===== src/osc_pkg.sv =====
// constants shared by the output signal conditioner
package osc_pkg;
  // clock rate in kHz and the delay tick period in ms
  localparam int unsigned CLK_KHZ     = 100_000;
  localparam int unsigned TICK_MS     = 100;
  // cycles per 0.1 s delay step, derived from the two figures above
  localparam int unsigned TICK_CYCLES = TICK_MS * CLK_KHZ;
  localparam int          TICK_W      = 24;
  // delay settings count 0.1 s steps, 0 means no delay
  localparam int          DLY_W       = 10;
  localparam logic [9:0]  DLY_MAX     = 10'h3E8;
  localparam logic [9:0]  DLY_RST     = 10'h000;
  // output function codes
  localparam int          SEL_W       = 6;
  localparam int          FUNC_N      = 64;
  localparam logic [5:0]  FUNC_RUN    = 6'h00;
  localparam logic [5:0]  FUNC_ALARM  = 6'h05;
  // reset values of the selectors and the coil polarity
  localparam logic [5:0]  SEL_A_RST   = 6'h00;
  localparam logic [5:0]  SEL_B_RST   = 6'h01;
  localparam logic [5:0]  SEL_R_RST   = 6'h05;
  localparam logic        POL_R_RST   = 1'b1;
  // outputs: 0 = terminal 11, 1 = terminal 12, 2 = relay
  localparam int          OUT_N       = 3;
  localparam int          OUT_RELAY   = 2;
  // APB byte offsets
  localparam int          ADDR_W      = 12;
  localparam logic [11:0] OFS_SEL_A   = 12'h000;
  localparam logic [11:0] OFS_SEL_B   = 12'h004;
  localparam logic [11:0] OFS_SEL_R   = 12'h008;
  localparam logic [11:0] OFS_POL_R   = 12'h00C;
  localparam logic [11:0] OFS_DLY     = 12'h010;
  localparam logic [11:0] OFS_STAT    = 12'h028;
  // register indices returned by the decoder
  localparam logic [3:0]  IDX_POL     = 4'h3;
  localparam logic [3:0]  IDX_DLY     = 4'h4;
  localparam logic [3:0]  IDX_STAT    = 4'hA;
  localparam logic [3:0]  IDX_NONE    = 4'hF;
endpackage


===== src/osc_dly_if.sv =====
// carrier between the top and one delay filter
`timescale 1ns/1ns
`default_nettype none
interface osc_dly_if;
  logic                       src;      // unfiltered source level
  logic [osc_pkg::DLY_W-1:0]  riseDly;  // on delay in 0.1 s steps
  logic [osc_pkg::DLY_W-1:0]  fallDly;  // off delay in 0.1 s steps
  logic                       filt;     // conditioned level
  // filter side
  modport filter (input src, input riseDly, input fallDly, output filt);
  // owner side
  modport owner (output src, output riseDly, output fallDly, input filt);
endinterface
`default_nettype wire


===== src/osc_delay_filter.sv =====
// on/off delay filter for one output
`timescale 1ns/1ns
`default_nettype none
module osc_delay_filter #(
  parameter int unsigned TICK_CYCLES = osc_pkg::TICK_CYCLES
) (
  // clock and reset
  input  wire logic clk_sys,
  input  wire logic sys_rst,
  // source, settings and result
  osc_dly_if.filter dly
);
  logic [osc_pkg::DLY_W-1:0] cnt_q;   // whole steps the source has held
  logic                      filt_q;  // conditioned level
  logic                      tick;    // end of one 0.1 s step

  // source differs from output: a transition is pending
  wire pending = dly.src != filt_q;
  // the delay that governs the pending edge
  wire [osc_pkg::DLY_W-1:0] limit = dly.src ? dly.riseDly : dly.fallDly;
  wire bypass = limit == '0;
  wire done = tick && (cnt_q + osc_pkg::DLY_W'(1) >= limit);

  // step timer runs only while an edge is pending
  osc_tick_gen #(.TICK_CYCLES(TICK_CYCLES)) uTick (
    .clk_sys (clk_sys),
    .sys_rst (sys_rst),
    .clear   (!pending),
    .tick    (tick)
  );

  always_ff @(posedge clk_sys)
  begin
    if (sys_rst)
    begin
      filt_q <= 1'b0;
      cnt_q  <= '0;
    end
    else if (!pending)
      cnt_q <= '0;
    else if (bypass)
      filt_q <= dly.src;
    else if (done)
    begin
      filt_q <= dly.src;
      cnt_q  <= '0;
    end
    else if (tick)
      cnt_q <= cnt_q + osc_pkg::DLY_W'(1);
  end
  assign dly.filt = filt_q;

  // zero delay follows the source next cycle
  bypass_follow_a: assert property (@(posedge clk_sys) disable iff (sys_rst)
    pending && bypass |=> filt_q == $past(dly.src))
    else $error("zero delay did not pass source");
  // output rises only from a held high source
  on_hold_a: assert property (@(posedge clk_sys) disable iff (sys_rst)
    $rose(filt_q) |-> $past(dly.src) && ($past(bypass) || $past(tick)))
    else $error("output rose without held source");
  // output falls only from a held low source
  off_hold_a: assert property (@(posedge clk_sys) disable iff (sys_rst)
    $fell(filt_q) |-> !$past(dly.src) && ($past(bypass) || $past(tick)))
    else $error("output fell without held source");
  // step count never passes the governing delay
  count_bound_a: assert property (@(posedge clk_sys) disable iff (sys_rst)
    pending && !bypass |-> cnt_q < limit)
    else $error("step count overran delay");
  // with an on delay set, a single-cycle source pulse never reaches the output
  short_pulse_a: assert property (@(posedge clk_sys) disable iff (sys_rst)
    !filt_q && !dly.src && dly.riseDly != '0 ##1 dly.src ##1 !dly.src |=> !filt_q)
    else $error("short pulse passed on delay");
  // delayed rise seen
  dly_rise_c: cover property (@(posedge clk_sys) disable iff (sys_rst)
    $rose(filt_q) && $past(!bypass));
  // suppressed pulse seen
  suppress_c: cover property (@(posedge clk_sys) disable iff (sys_rst)
    $fell(dly.src) && !filt_q);
endmodule // osc_delay_filter
`default_nettype wire


===== src/osc_tick_gen.sv =====
// restartable 0.1 s step generator
`timescale 1ns/1ns
`default_nettype none
module osc_tick_gen #(
  parameter int unsigned TICK_CYCLES = osc_pkg::TICK_CYCLES
) (
  // clock and reset
  input  wire logic clk_sys,
  input  wire logic sys_rst,
  // control and step pulse
  input  wire logic clear,
  output logic      tick
);
  logic [osc_pkg::TICK_W-1:0] cnt_q;  // cycles within the current step
  wire  atEnd = cnt_q == osc_pkg::TICK_W'(TICK_CYCLES - 1);
  assign tick = atEnd && !clear;

  // restart on clear so a step always spans the full period
  always_ff @(posedge clk_sys)
  begin
    if (sys_rst || clear || atEnd)
      cnt_q <= '0;
    else
      cnt_q <= cnt_q + osc_pkg::TICK_W'(1);
  end
endmodule // osc_tick_gen
`default_nettype wire


===== src/osc_top.sv =====
// output signal conditioner: function routing, delays, coil polarity, APB
`timescale 1ns/1ns
`default_nettype none
// What this block does
// - each output picks its own function
// - relay resets to alarm, inverted coil
// - polarity bit sets coil when OFF
// - relay takes same codes, 00 is run
// - alarm routable to terminal 11
// - rise and fall delays independent
// - on delay swallows short pulses
// - off delay bridges short gaps
// - both delays shift both edges
// - six delays, 0.0 to 100.0 s, reset 0
// - delays count in 0.1 s steps
// - zero delays bypass the filter
// - run function follows run mode
// - open collector pulls low when ON
module osc_top #(
  parameter int unsigned TICK_CYCLES = osc_pkg::TICK_CYCLES
) (
  // clock and reset
  input  wire logic        clk_sys,
  input  wire logic        sys_rst,
  // APB slave
  input  wire logic [11:0] paddr,
  input  wire logic        psel,
  input  wire logic        penable,
  input  wire logic        pwrite,
  input  wire logic [31:0] pwdata,
  output logic      [31:0] prdata,
  output logic             pready,
  output logic             pslverr,
  // drive status functions
  input  wire logic        runMode,
  input  wire logic        alarmActive,
  input  wire logic [63:0] statusFlags,
  // terminal 11 open collector
  output logic             outAOut,
  output logic             outAOe,
  // terminal 12 open collector
  output logic             outBOut,
  output logic             outBOe,
  // relay coil drive
  output logic             relayCoil
);
  localparam int N  = osc_pkg::OUT_N;
  localparam int R  = osc_pkg::OUT_RELAY;
  localparam int DW = osc_pkg::DLY_W;

  // function selector per output
  logic [osc_pkg::SEL_W-1:0] sel_q [N];
  // relay coil polarity, 1 energizes the coil while OFF
  logic                      polR_q;
  // rise delay at 2k, fall delay at 2k+1
  logic [DW-1:0]             dly_q [2*N];
  // bus answer registers
  logic [31:0]               prdata_q;
  logic                      pready_q;
  logic                      pslverr_q;
  // pin registers
  logic                      outAOe_q;
  logic                      outBOe_q;
  logic                      outLow_q;
  logic                      relayCoil_q;
  // conditioned levels from the filters
  logic [N-1:0]              filt;
  // unfiltered source of each output
  logic [N-1:0]              srcVec;

  // map a byte address to a register index
  function automatic logic [3:0] regIdx(input logic [11:0] a);
    logic [11:0] dOfs;
    dOfs = a - osc_pkg::OFS_DLY;
    if (a[1:0] != 2'b00)
      regIdx = osc_pkg::IDX_NONE;
    else if (a == osc_pkg::OFS_SEL_A)
      regIdx = 4'h0;
    else if (a == osc_pkg::OFS_SEL_B)
      regIdx = 4'h1;
    else if (a == osc_pkg::OFS_SEL_R)
      regIdx = 4'h2;
    else if (a == osc_pkg::OFS_POL_R)
      regIdx = osc_pkg::IDX_POL;
    else if (a >= osc_pkg::OFS_DLY && a < osc_pkg::OFS_STAT)
      regIdx = osc_pkg::IDX_DLY + dOfs[5:2];
    else if (a == osc_pkg::OFS_STAT)
      regIdx = osc_pkg::IDX_STAT;
    else
      regIdx = osc_pkg::IDX_NONE;
  endfunction

  // function vector: code 00 is run mode, code 05 the alarm
  logic [osc_pkg::FUNC_N-1:0] funcVec;
  always_comb
  begin
    funcVec = statusFlags;
    funcVec[osc_pkg::FUNC_RUN]   = runMode;
    funcVec[osc_pkg::FUNC_ALARM] = alarmActive;
  end

  // decoded bus access
  wire [3:0] idx     = regIdx(paddr);
  wire       setup   = psel && !penable;
  wire       access  = psel && penable && pready_q;
  wire       wrEn    = access && pwrite && idx < osc_pkg::IDX_STAT;
  // delay index of the written register
  wire [3:0] dIdx    = idx - osc_pkg::IDX_DLY;
  // writes above 100.0 s clamp to the limit
  wire [DW-1:0] wrDly = (pwdata > 32'(osc_pkg::DLY_MAX)) ?
                        osc_pkg::DLY_MAX : pwdata[DW-1:0];
  // status word: filtered levels, coil drive, run mode
  wire [31:0] statWord = {27'h0, runMode, relayCoil_q, filt};
  // selected register seen by a read
  wire [31:0] rdWord =
    (idx < 4'(N))               ? 32'(sel_q[idx[1:0]]) :
    (idx == osc_pkg::IDX_POL)   ? 32'(polR_q) :
    (idx < osc_pkg::IDX_STAT)   ? 32'(dly_q[dIdx[2:0]]) :
    (idx == osc_pkg::IDX_STAT)  ? statWord : 32'h0000_0000;

  // answer one cycle after setup, so each transfer takes two cycles
  always_ff @(posedge clk_sys)
  begin
    if (sys_rst)
    begin
      pready_q  <= 1'b0;
      pslverr_q <= 1'b0;
      prdata_q  <= 32'h0000_0000;
    end
    else
    begin
      pready_q  <= setup;
      pslverr_q <= setup && idx == osc_pkg::IDX_NONE;
      // read data is sampled in setup and held through access
      if (setup)
        prdata_q <= pwrite ? 32'h0000_0000 : rdWord;
    end
  end

  // relay defaults to alarm, inverted coil
  genvar g;
  generate
    for (g = 0; g < N; g++)
    begin : gSel
      localparam logic [5:0] SRST = (g == 0) ? osc_pkg::SEL_A_RST :
                                    (g == 1) ? osc_pkg::SEL_B_RST :
                                               osc_pkg::SEL_R_RST;
      // selector register of output g
      always_ff @(posedge clk_sys)
      begin
        if (sys_rst)
          sel_q[g] <= SRST;
        else if (wrEn && idx == 4'(g))
          sel_q[g] <= pwdata[osc_pkg::SEL_W-1:0];
      end
      // any code, alarm included, reaches any output
      assign srcVec[g] = funcVec[sel_q[g]];
    end
  endgenerate

  always_ff @(posedge clk_sys)
  begin
    if (sys_rst)
      polR_q <= osc_pkg::POL_R_RST;
    else if (wrEn && idx == osc_pkg::IDX_POL)
      polR_q <= pwdata[0];
  end

  // six delay registers in 0.1 s steps
  generate
    for (g = 0; g < 2 * N; g++)
    begin : gDly
      always_ff @(posedge clk_sys)
      begin
        if (sys_rst)
          dly_q[g] <= osc_pkg::DLY_RST;
        else if (wrEn && idx >= osc_pkg::IDX_DLY && dIdx == 4'(g))
          dly_q[g] <= wrDly;
      end
      // stored delay never exceeds 100.0 s
      dly_range_a: assert property (@(posedge clk_sys) disable iff (sys_rst)
        dly_q[g] <= osc_pkg::DLY_MAX)
        else $error("delay setting out of range");
    end
  endgenerate

  // one filter per output, own settings
  osc_dly_if dIf [N] ();
  generate
    for (g = 0; g < N; g++)
    begin : gFlt
      assign dIf[g].src     = srcVec[g];
      assign dIf[g].riseDly = dly_q[2*g];
      assign dIf[g].fallDly = dly_q[2*g+1];
      assign filt[g]        = dIf[g].filt;
      osc_delay_filter #(.TICK_CYCLES(TICK_CYCLES)) uFlt (
        .clk_sys (clk_sys),
        .sys_rst (sys_rst),
        .dly     (dIf[g])
      );
    end
  endgenerate

  // pin drivers; one register stage after the filters
  always_ff @(posedge clk_sys)
  begin
    if (sys_rst)
    begin
      outAOe_q    <= 1'b0;
      outBOe_q    <= 1'b0;
      outLow_q    <= 1'b0;
      relayCoil_q <= osc_pkg::POL_R_RST;
    end
    else
    begin
      // transistor sinks to ground when ON
      outAOe_q    <= filt[0];
      outBOe_q    <= filt[1];
      outLow_q    <= 1'b0;
      relayCoil_q <= filt[R] ^ polR_q;
    end
  end

  // ports straight from flip-flops
  assign prdata    = prdata_q;
  assign pready    = pready_q;
  assign pslverr   = pslverr_q;
  assign outAOut   = outLow_q;
  assign outAOe    = outAOe_q;
  assign outBOut   = outLow_q;
  assign outBOe    = outBOe_q;
  assign relayCoil = relayCoil_q;

  // relay comes out of reset on alarm with inverted coil
  relay_default_a: assert property (@(posedge clk_sys)
    $fell(sys_rst) |-> sel_q[R] == osc_pkg::FUNC_ALARM && polR_q)
    else $error("relay reset default wrong");
  // coil energized the cycle after filtered level differs from polarity
  coil_polarity_a: assert property (@(posedge clk_sys) disable iff (sys_rst)
    (filt[R] != polR_q) |=> relayCoil_q)
    else $error("coil drive does not match polarity");
  // code 00 on the relay carries run mode
  relay_run_a: assert property (@(posedge clk_sys) disable iff (sys_rst)
    sel_q[R] == osc_pkg::FUNC_RUN |-> srcVec[R] == runMode)
    else $error("relay run routing wrong");
  // alarm on terminal 11 follows the alarm status
  alarm_route_a: assert property (@(posedge clk_sys) disable iff (sys_rst)
    sel_q[0] == osc_pkg::FUNC_ALARM |-> srcVec[0] == alarmActive)
    else $error("alarm routing to terminal 11 wrong");
  // open collector enabled one cycle after ON, never driven high
  oc_active_low_a: assert property (@(posedge clk_sys) disable iff (sys_rst)
    filt[0] |=> outAOe_q && !outAOut)
    else $error("open collector not sinking when ON");
  // polarity flips the coil without touching the filtered level
  pol_after_filt_a: assert property (@(posedge clk_sys) disable iff (sys_rst)
    $stable(filt[R]) && $changed(polR_q) |=> $changed(relayCoil_q))
    else $error("polarity change did not act on coil");
  // every setup is answered in the next cycle
  apb_ready_a: assert property (@(posedge clk_sys) disable iff (sys_rst)
    setup |=> pready_q ##1 !pready_q)
    else $error("APB answer not one cycle");
  // relay rerouted to run
  relay_run_c: cover property (@(posedge clk_sys) disable iff (sys_rst)
    sel_q[R] == osc_pkg::FUNC_RUN && relayCoil_q);
  // unmapped access seen
  bad_addr_c: cover property (@(posedge clk_sys) disable iff (sys_rst)
    pslverr_q && pready_q);
endmodule // osc_top
`default_nettype wire

===== config.mk =====
export PLATFORM = sky130hd
export DESIGN_NAME = osc_top
export DESIGN_NICKNAME = d
export VERILOG_FILES = /design/src/osc_pkg.sv /design/src/osc_dly_if.sv /design/src/osc_delay_filter.sv /design/src/osc_tick_gen.sv /design/src/osc_top.sv
export SDC_FILE = /design/constraint.sdc
export NUM_CORES = 1
export LEC_CHECK = 0
export ABC_AREA = 1
export BUFFER_PORTS_ARGS = -buffer_cell sky130_fd_sc_hd__buf_2
export CAP_MARGIN = 10
export CORE_UTILIZATION = 35
export CTS_CLUSTER_DIAMETER = 60
export CTS_CLUSTER_SIZE = 10
export DETAILED_ROUTE_END_ITERATION = 7
export SLEW_MARGIN = 10
export SYNTH_ARGS = -nofsm -noshare
export SYNTH_HDL_FRONTEND = slang
export SYNTH_SLANG_ARGS = --single-unit

===== constraint.sdc =====
create_clock -name clk_sys -period 3 [get_ports clk_sys]
set_input_delay 0.15 -clock clk_sys [delete_from_list [all_inputs] [get_ports clk_sys]]
set_output_delay 0.15 -clock clk_sys [all_outputs]
set_load 0.05 [all_outputs]

==> flow_summary.json, run 1 <==
{
  "status": "complete, but fails checks",
  "violations": "setup timing",
  "vias": 13800,
  "yosysWarnings": 0,
  "clock-root-buffer": "clkbuf_16",
  "seq_area_frac_synth_pct": 34.6,
  "critPathLaunchType": "register",
  "diodes": 0,
  "worstPathRequired_ps": 3320,
  "synth_edf_count": 78,
  "cts_tree": "yes",
  "ioPinCount": 154,
  "clk_latency_ps": 450,
  "peakVddDrop_uv": 339,
  "wl_microns": 43500,
  "critPathCaptureType": "register",
  "die_x_microns": 200,
  "syn_inst": 2005,
  "crit_arrival_ps": 3660,
  "fin_util_pct": 46.8,
  "place_ws_ps": -350,
  "grt_pass1_vias": 13300,
  "initialDrtViolationCount": 1022,
  "die_h_microns": 200,
  "start_util_pct": 35.5,
  "synth-seq-cells": 199,
  "synth_top_cell_area_share_pct": 17.6,
  "crit_buf_inv": 6,
  "ys_types": 54,
  "antenna_found_initial": 0,
  "grt_max_degree": 25,
  "synth_commonest_cells": "nand2_1 (590), nand3_1 (252), inv_1 (224), nor2_1 (211), dfxtp_1 (121)",
  "dp_hpwl_microns": 31000,
  "fmax_mhz": 300,
  "cp_top_family": "simple AND/OR/NAND/NOR gates",
  "first_pass_iters": 7,
  "hold_viol": 0,
  "cp_max_fo": 8,
  "postCtsHoldBufs": 0,
  "skew_ps": 13.5,
  "port_buffers": 127,
  "crit_type": "register to register",
  "clk_pin_slew_worst_paths_ps": 80,
  "worst_slew_pin_slew_ps": 963,
  "layout.area.seq_sq_mm": 0.00476,
  "dieArea_sq_mm": 0.0401,
  "final_cells": 2735,
  "final-setup-viol-count": 33,
  "ant_nets": 0,
  "leakage_nw": 7.70,
  "cpPeakStageDelay_ps": 460,
  "cts.path.max_buffers": 2,
  "maxCapViolations": 0,
  "place.gp.congestion": 0.905,
  "multi_input_area_sq_mm": 0.00919,
  "fp.coreArea_sq_mm": 0.0387,
  "cts_made_buffers": 17,
  "rsz0062_at_grt": "yes",
  "min_path_type": "input port to register",
  "area_delta_synth_final_pct": 31.8,
  "grt_usage_pct": 21.3,
  "period_minus_slack_ps": 3340,
  "slowest_stage": "edfxtp_1",
  "drive_above_1_share_pct": 31.6,
  "ctsHtreeMaxLevel": 4,
  "slew_violations": 0,
  "fill_cells": 3845,
  "synth_area_leaders": "dfxtp_1 (18%), edfxtp_1 (17%), nand2_1 (16%), nand3_1 (9.2%), inv_1 (6.1%)",
  "fin_ws_ps": -337,
  "clock-sinks": 199,
  "grt_first_pass_wirelength_microns": 69400,
  "syn_area_sq_mm": 0.0138,
  "post-route-drc-count": 0,
  "row_count": 72,
  "grt_overflow": 0,
  "finalCritPeriodShare_pct": 111,
  "nets": 2360,
  "drt-vias-per-instance": 5.05,
  "yosysMostFrequentCell": "nand2_1",
  "slew-limit-headroom_pct": 35.7,
  "power.density_mw_per_mm2": 345,
  "syn_avg_cell_area_sq_um": 6.86,
  "place_inst": 2666,
  "ys.flop_type": "dfxtp_1",
  "synth_top_area_cell": "dfxtp_1",
  "async_flop_share_pct": 0,
  "wl_per_cell_microns": 15.9,
  "crit_top_cell": "nand2_2"
}
power by group:
group          total (W)  switching (W)  leakage, nW  internal [W]
clock network    0.00235        0.00113        0.292       0.00121
logic            0.00106       0.000665         5.61      0.000392
registers        0.00286      0.0000249         1.80       0.00284
total            0.00626        0.00182         7.70       0.00444
tightest hold or removal path: stages:
cell	delay, ps
buf_2	90
inv_1	120
nand2_1	100
worst paths after layout:
check	from	end	slack [ps]	depth (start not counted)
hold / removal	pwdata[2]	sel_q[2][2]	140	3
setup / recovery	sel_q[1][0]	gFlt[1].uFlt.cnt_q[8]	-340	25
hold reg to reg	gFlt[2].uFlt.uTick.cnt_q[0]	gFlt[2].uFlt.uTick.cnt_q[0]	450	1
setup reg to reg	sel_q[1][0]	gFlt[1].uFlt.cnt_q[8]	-340	25
metal layers:
metal	track usage [%]	routed length, microns	vias to the layer above
met3	3.37	2740	55
li1	-	-	6895
met5	0	0	-
met2	35.6	20700	402
met4	6.38	1030	0
met1	28.2	19000	6470
logic make-up (layout without fill, tap and decap cells):
group	Yosys count	count (layout)	share of synthesized area, %
DFF	199	199	34.6
buffers and inverters	335	522	11.4
xor gates and xnor gates	39	39	2.48
other	1	24	0.0272
and+or+nand+nor	1234	1236	41.0
AOI/OAI and AO/OA	156	156	6.67
adders and majority gates	41	41	3.73
flip-flops by register name (all words and copies together) (netlist names):
name,flops
prdata,10
dly_q,60
pslverr,1
relayCoil,1
polR_q,1
sel_q,18
gFlt.uFlt.cnt_q,30
outBOe,1
pready,1
gFlt.uFlt.dly.filt,3
gFlt.uFlt.uTick.cnt_q,72
outAOe,1
area by class of cell:
class	count	area share, %
Inverter	245	5.21
Clock inverter	12	0.600
Timing Repair Buffer	241	10.7
Tap cell	518	3.57
Multi-Input combinational cell	1496	50.7
Sequential cell	199	26.3
Timing Repair inverter	4	0.359
Clock buffer	20	2.70
layout by cell type (no fill, tap or decap), types with 15 or more instances in the layout:
master	synthesis	final
clkbuf_16	0	19
edfxtp_1	78	78
nor3_1	38	38
nand4_1	29	29
nor4_1	16	15
nand2_2	8	112
buf_12	0	17
a21oi_1	79	58
nand2_1	590	453
conb_1	1	24
ha_1	41	15
buf_2	21	127
nand3_2	7	112
buf_6	13	19
a21oi_2	0	20
inv_2	13	36
xor2_1	29	29
nor2_1	211	207
nand3_1	252	141
inv_1	224	201
ha_4	0	26
nand3b_1	17	17
nand2_4	6	38
o21ai_0	25	22
buf_4	48	67
dfxtp_1	121	121
through the flow:
stage	instance area [sq um]	TNS, ps	hold slack [ps]	power [W]
2_1_floorplan	13800	0	310	0.00343
6_report	18100	-9290	139	0.00626
3_3_place_gp	15300	-5990	430	0.00368
3_5_place_dp	15300	-9080	439	0.00369
4_1_cts	17500	-6240	121	0.00622
5_1_grt	18100	-14900	139	0.00651
timing repair:
item                                    CTS  global route
setup buffers                            19             6
endpoints found under the setup margin   33            37
cloned                                   15             0
resized for setup                       278           167
pin swaps                               133            87
endpoints found under the hold margin     0             0
(Power assumes the default switching activity.)
==> run 2, diff against run 1 <==
--- a/config.mk
+++ b/config.mk
@@ -12,6 +12,7 @@
 export CTS_CLUSTER_DIAMETER = 60
 export CTS_CLUSTER_SIZE = 10
 export DETAILED_ROUTE_END_ITERATION = 7
+export PLACE_DENSITY = 0.65
 export SLEW_MARGIN = 10
 export SYNTH_ARGS = -nofsm -noshare
 export SYNTH_HDL_FRONTEND = slang
==> run 2 against run 1 <==
Compared with the run above:
- the flow still finishes with violations (setup timing)
- flip-flop and latch count is the same
- non-clock buffer count shrank 9
- global-route usage shrank 0.68 points
- first-iteration DRC count grew 10%
- design area shrank 2.3%
- register-to-register slack gained 20 ps
==> flow_summary.json, run 2 (synthesized netlist as in run 1, its figures left out) <==
{
  "slowest_stage": "edfxtp_1",
  "rsz0062_at_grt": "yes",
  "ioPinCount": 154,
  "slew_violations": 0,
  "worstPathRequired_ps": 3340,
  "final-setup-viol-count": 33,
  "fmax_mhz": 301,
  "clock-root-buffer": "clkbuf_16",
  "slew-limit-headroom_pct": 33.3,
  "maxCapViolations": 0,
  "drive_above_1_share_pct": 29.1,
  "antenna_found_initial": 2,
  "power.density_mw_per_mm2": 347,
  "wl_microns": 43100,
  "drt-vias-per-instance": 5.13,
  "critPathLaunchType": "register",
  "nets": 2351,
  "leakage_nw": 7.54,
  "die_h_microns": 200,
  "cts_tree": "yes",
  "critPathCaptureType": "register",
  "grt_usage_pct": 20.6,
  "crit_top_cell": "nand2_2",
  "grtUsageMet2_pct": 34.5,
  "period_minus_slack_ps": 3320,
  "place_inst": 2664,
  "dieArea_sq_mm": 0.0401,
  "grt_use_met1_pct": 27.3,
  "grt_overflow": 0,
  "gr-usage-met3_pct": 3.40,
  "p_seq_share_pct": 46.6,
  "regMostFlops": "gFlt.uFlt.uTick.cnt_q",
  "grt_max_degree": 33,
  "port_buffers": 127,
  "cp_max_fo": 6,
  "largest_register_ffs": 72,
  "min_path_type": "input port to register",
  "place.gp.congestion": 0.903,
  "grt_pass1_vias": 13000,
  "ant_nets": 0,
  "vias": 14000,
  "crit_type": "register to register",
  "final_cells": 2725,
  "violations": "setup timing",
  "reg2reg_depth": 25,
  "skew_ps": 10.1,
  "cts_made_buffers": 17,
  "whs_ps": 126,
  "total_power_w": 0.00615,
  "start_util_pct": 35.5,
  "hold_viol": 0,
  "clock-sinks": 199,
  "p_clk_share_pct": 36.6,
  "fin_ws_ps": -319,
  "layout_common_cells": "nand2_1 (479), inv_1 (204), nor2_1 (204)",
  "post-route-drc-count": 0,
  "row_count": 72,
  "p_switching_w": 0.00177,
  "diodes": 0,
  "fin_util_pct": 45.8,
  "status": "complete, but fails checks",
  "switching_share_pct": 28.9,
  "fp.coreArea_sq_mm": 0.0387,
  "cts.path.max_buffers": 2,
  "wl_per_cell_microns": 15.8,
  "finalCritPeriodShare_pct": 111,
  "busiest_layer": "met2",
  "die_x_microns": 200,
  "ctsHtreeMaxLevel": 4,
  "first_pass_iters": 5,
  "peakVddDrop_uv": 433,
  "whs_path_depth": 3,
  "intPower_w": 0.00437,
  "area_delta_synth_final_pct": 28.8,
  "largestRegisters": "gFlt.uFlt.uTick.cnt_q: 72 flops, dly_q: 60 flops, gFlt.uFlt.cnt_q: 30 flops",
  "cpPeakStageDelay_ps": 460,
  "dp_hpwl_microns": 30700,
  "place_ws_ps": -401,
  "clk_pin_slew_worst_paths_ps": 70,
  "clk_latency_ps": 450,
  "crit_arrival_ps": 3660,
  "p_comb_share_pct": 16.9,
  "grt_first_pass_wirelength_microns": 67200,
  "worst_slew_pin_slew_ps": 999,
  "layout_commonest_cell": "nand2_1",
  "initialDrtViolationCount": 1124
}
run 2: cell count changes in the layout (fill, tap and decap cells not counted), moves of 6 or more:
cell,change
buf_12,-8
inv_6,+6
nand2_1,+26
nand2_2,-22
nand3_1,+20
nand3_2,-21
run 2: power groups by stage:
| stage | combinational, W | clock, W | sequential, W |
|---|---|---|---|
| 6_report | 0.00104 | 0.00225 | 0.00286 |
| 3_3_place_gp | 0.000756 | 0 | 0.00292 |
| 2_1_floorplan | 0.000508 | 0 | 0.00292 |
| 4_1_cts | 0.000901 | 0.00232 | 0.00286 |
| 5_1_grt | 0.00112 | 0.00242 | 0.00286 |
| 3_5_place_dp | 0.000765 | 0 | 0.00292 |
run 2: final cells by class:
type | count | area [sq um]
fill | 3800 | 21000
multi-input combinational | 1496 | 9000
clock buffer | 19 | 464
inverter | 245 | 947
sequential | 199 | 4760
clock inverter | 12 | 106
tap | 518 | 648
timing repair buffer | 232 | 1760
timing repair inverter | 4 | 42.5
run 2: through the flow:
step	instance area, sq um	setup TNS, ps
2_1_floorplan	13800	0
3_3_place_gp	15200	-7420
6_report	17700	-8430
3_5_place_dp	15200	-9160
4_1_cts	16800	-4520
5_1_grt	17700	-14010
run 2: worst max-delay path: cells and delay by family, from the launching register on:
family	cells	cell delay, ps
flip-flops	1	460
AO/OA/AOI/OAI	2	180
buffers and inverters	4	690
adder cells (fa/ha/maj)	1	290
AND/OR/NAND/NOR	18	1590
run 2: metal layers:
| layer | vias to the layer above | part of all wire [%] |
|---|---|---|
| li1 | 6874 | - |
| met1 | 6525 | 43 |
| met2 | 497 | 48 |
| met3 | 71 | 6.5 |
| met4 | 2 | 2.2 |
| met5 | - | 0.030 |
run 2: final timing paths:
check,startpoint,to,slack (ps)
setup / recovery,sel_q[1][0],gFlt[1].uFlt.dly.filt,-320
hold / removal,pwdata[2],sel_q[2][2],130
setup reg to reg,sel_q[1][0],gFlt[1].uFlt.dly.filt,-320
hold reg to reg,gFlt[1].uFlt.uTick.cnt_q[0],gFlt[1].uFlt.uTick.cnt_q[0],460
run 2: timing repair:
item / 4_1_cts / 5_1_grt
setup endpoints to repair: 33 / 34
resized for setup: 177 / 221
cloned: 14 / 1
hold buffers: 0 / 0
pin swaps: 85 / 94
buffers inserted: 11 / 5
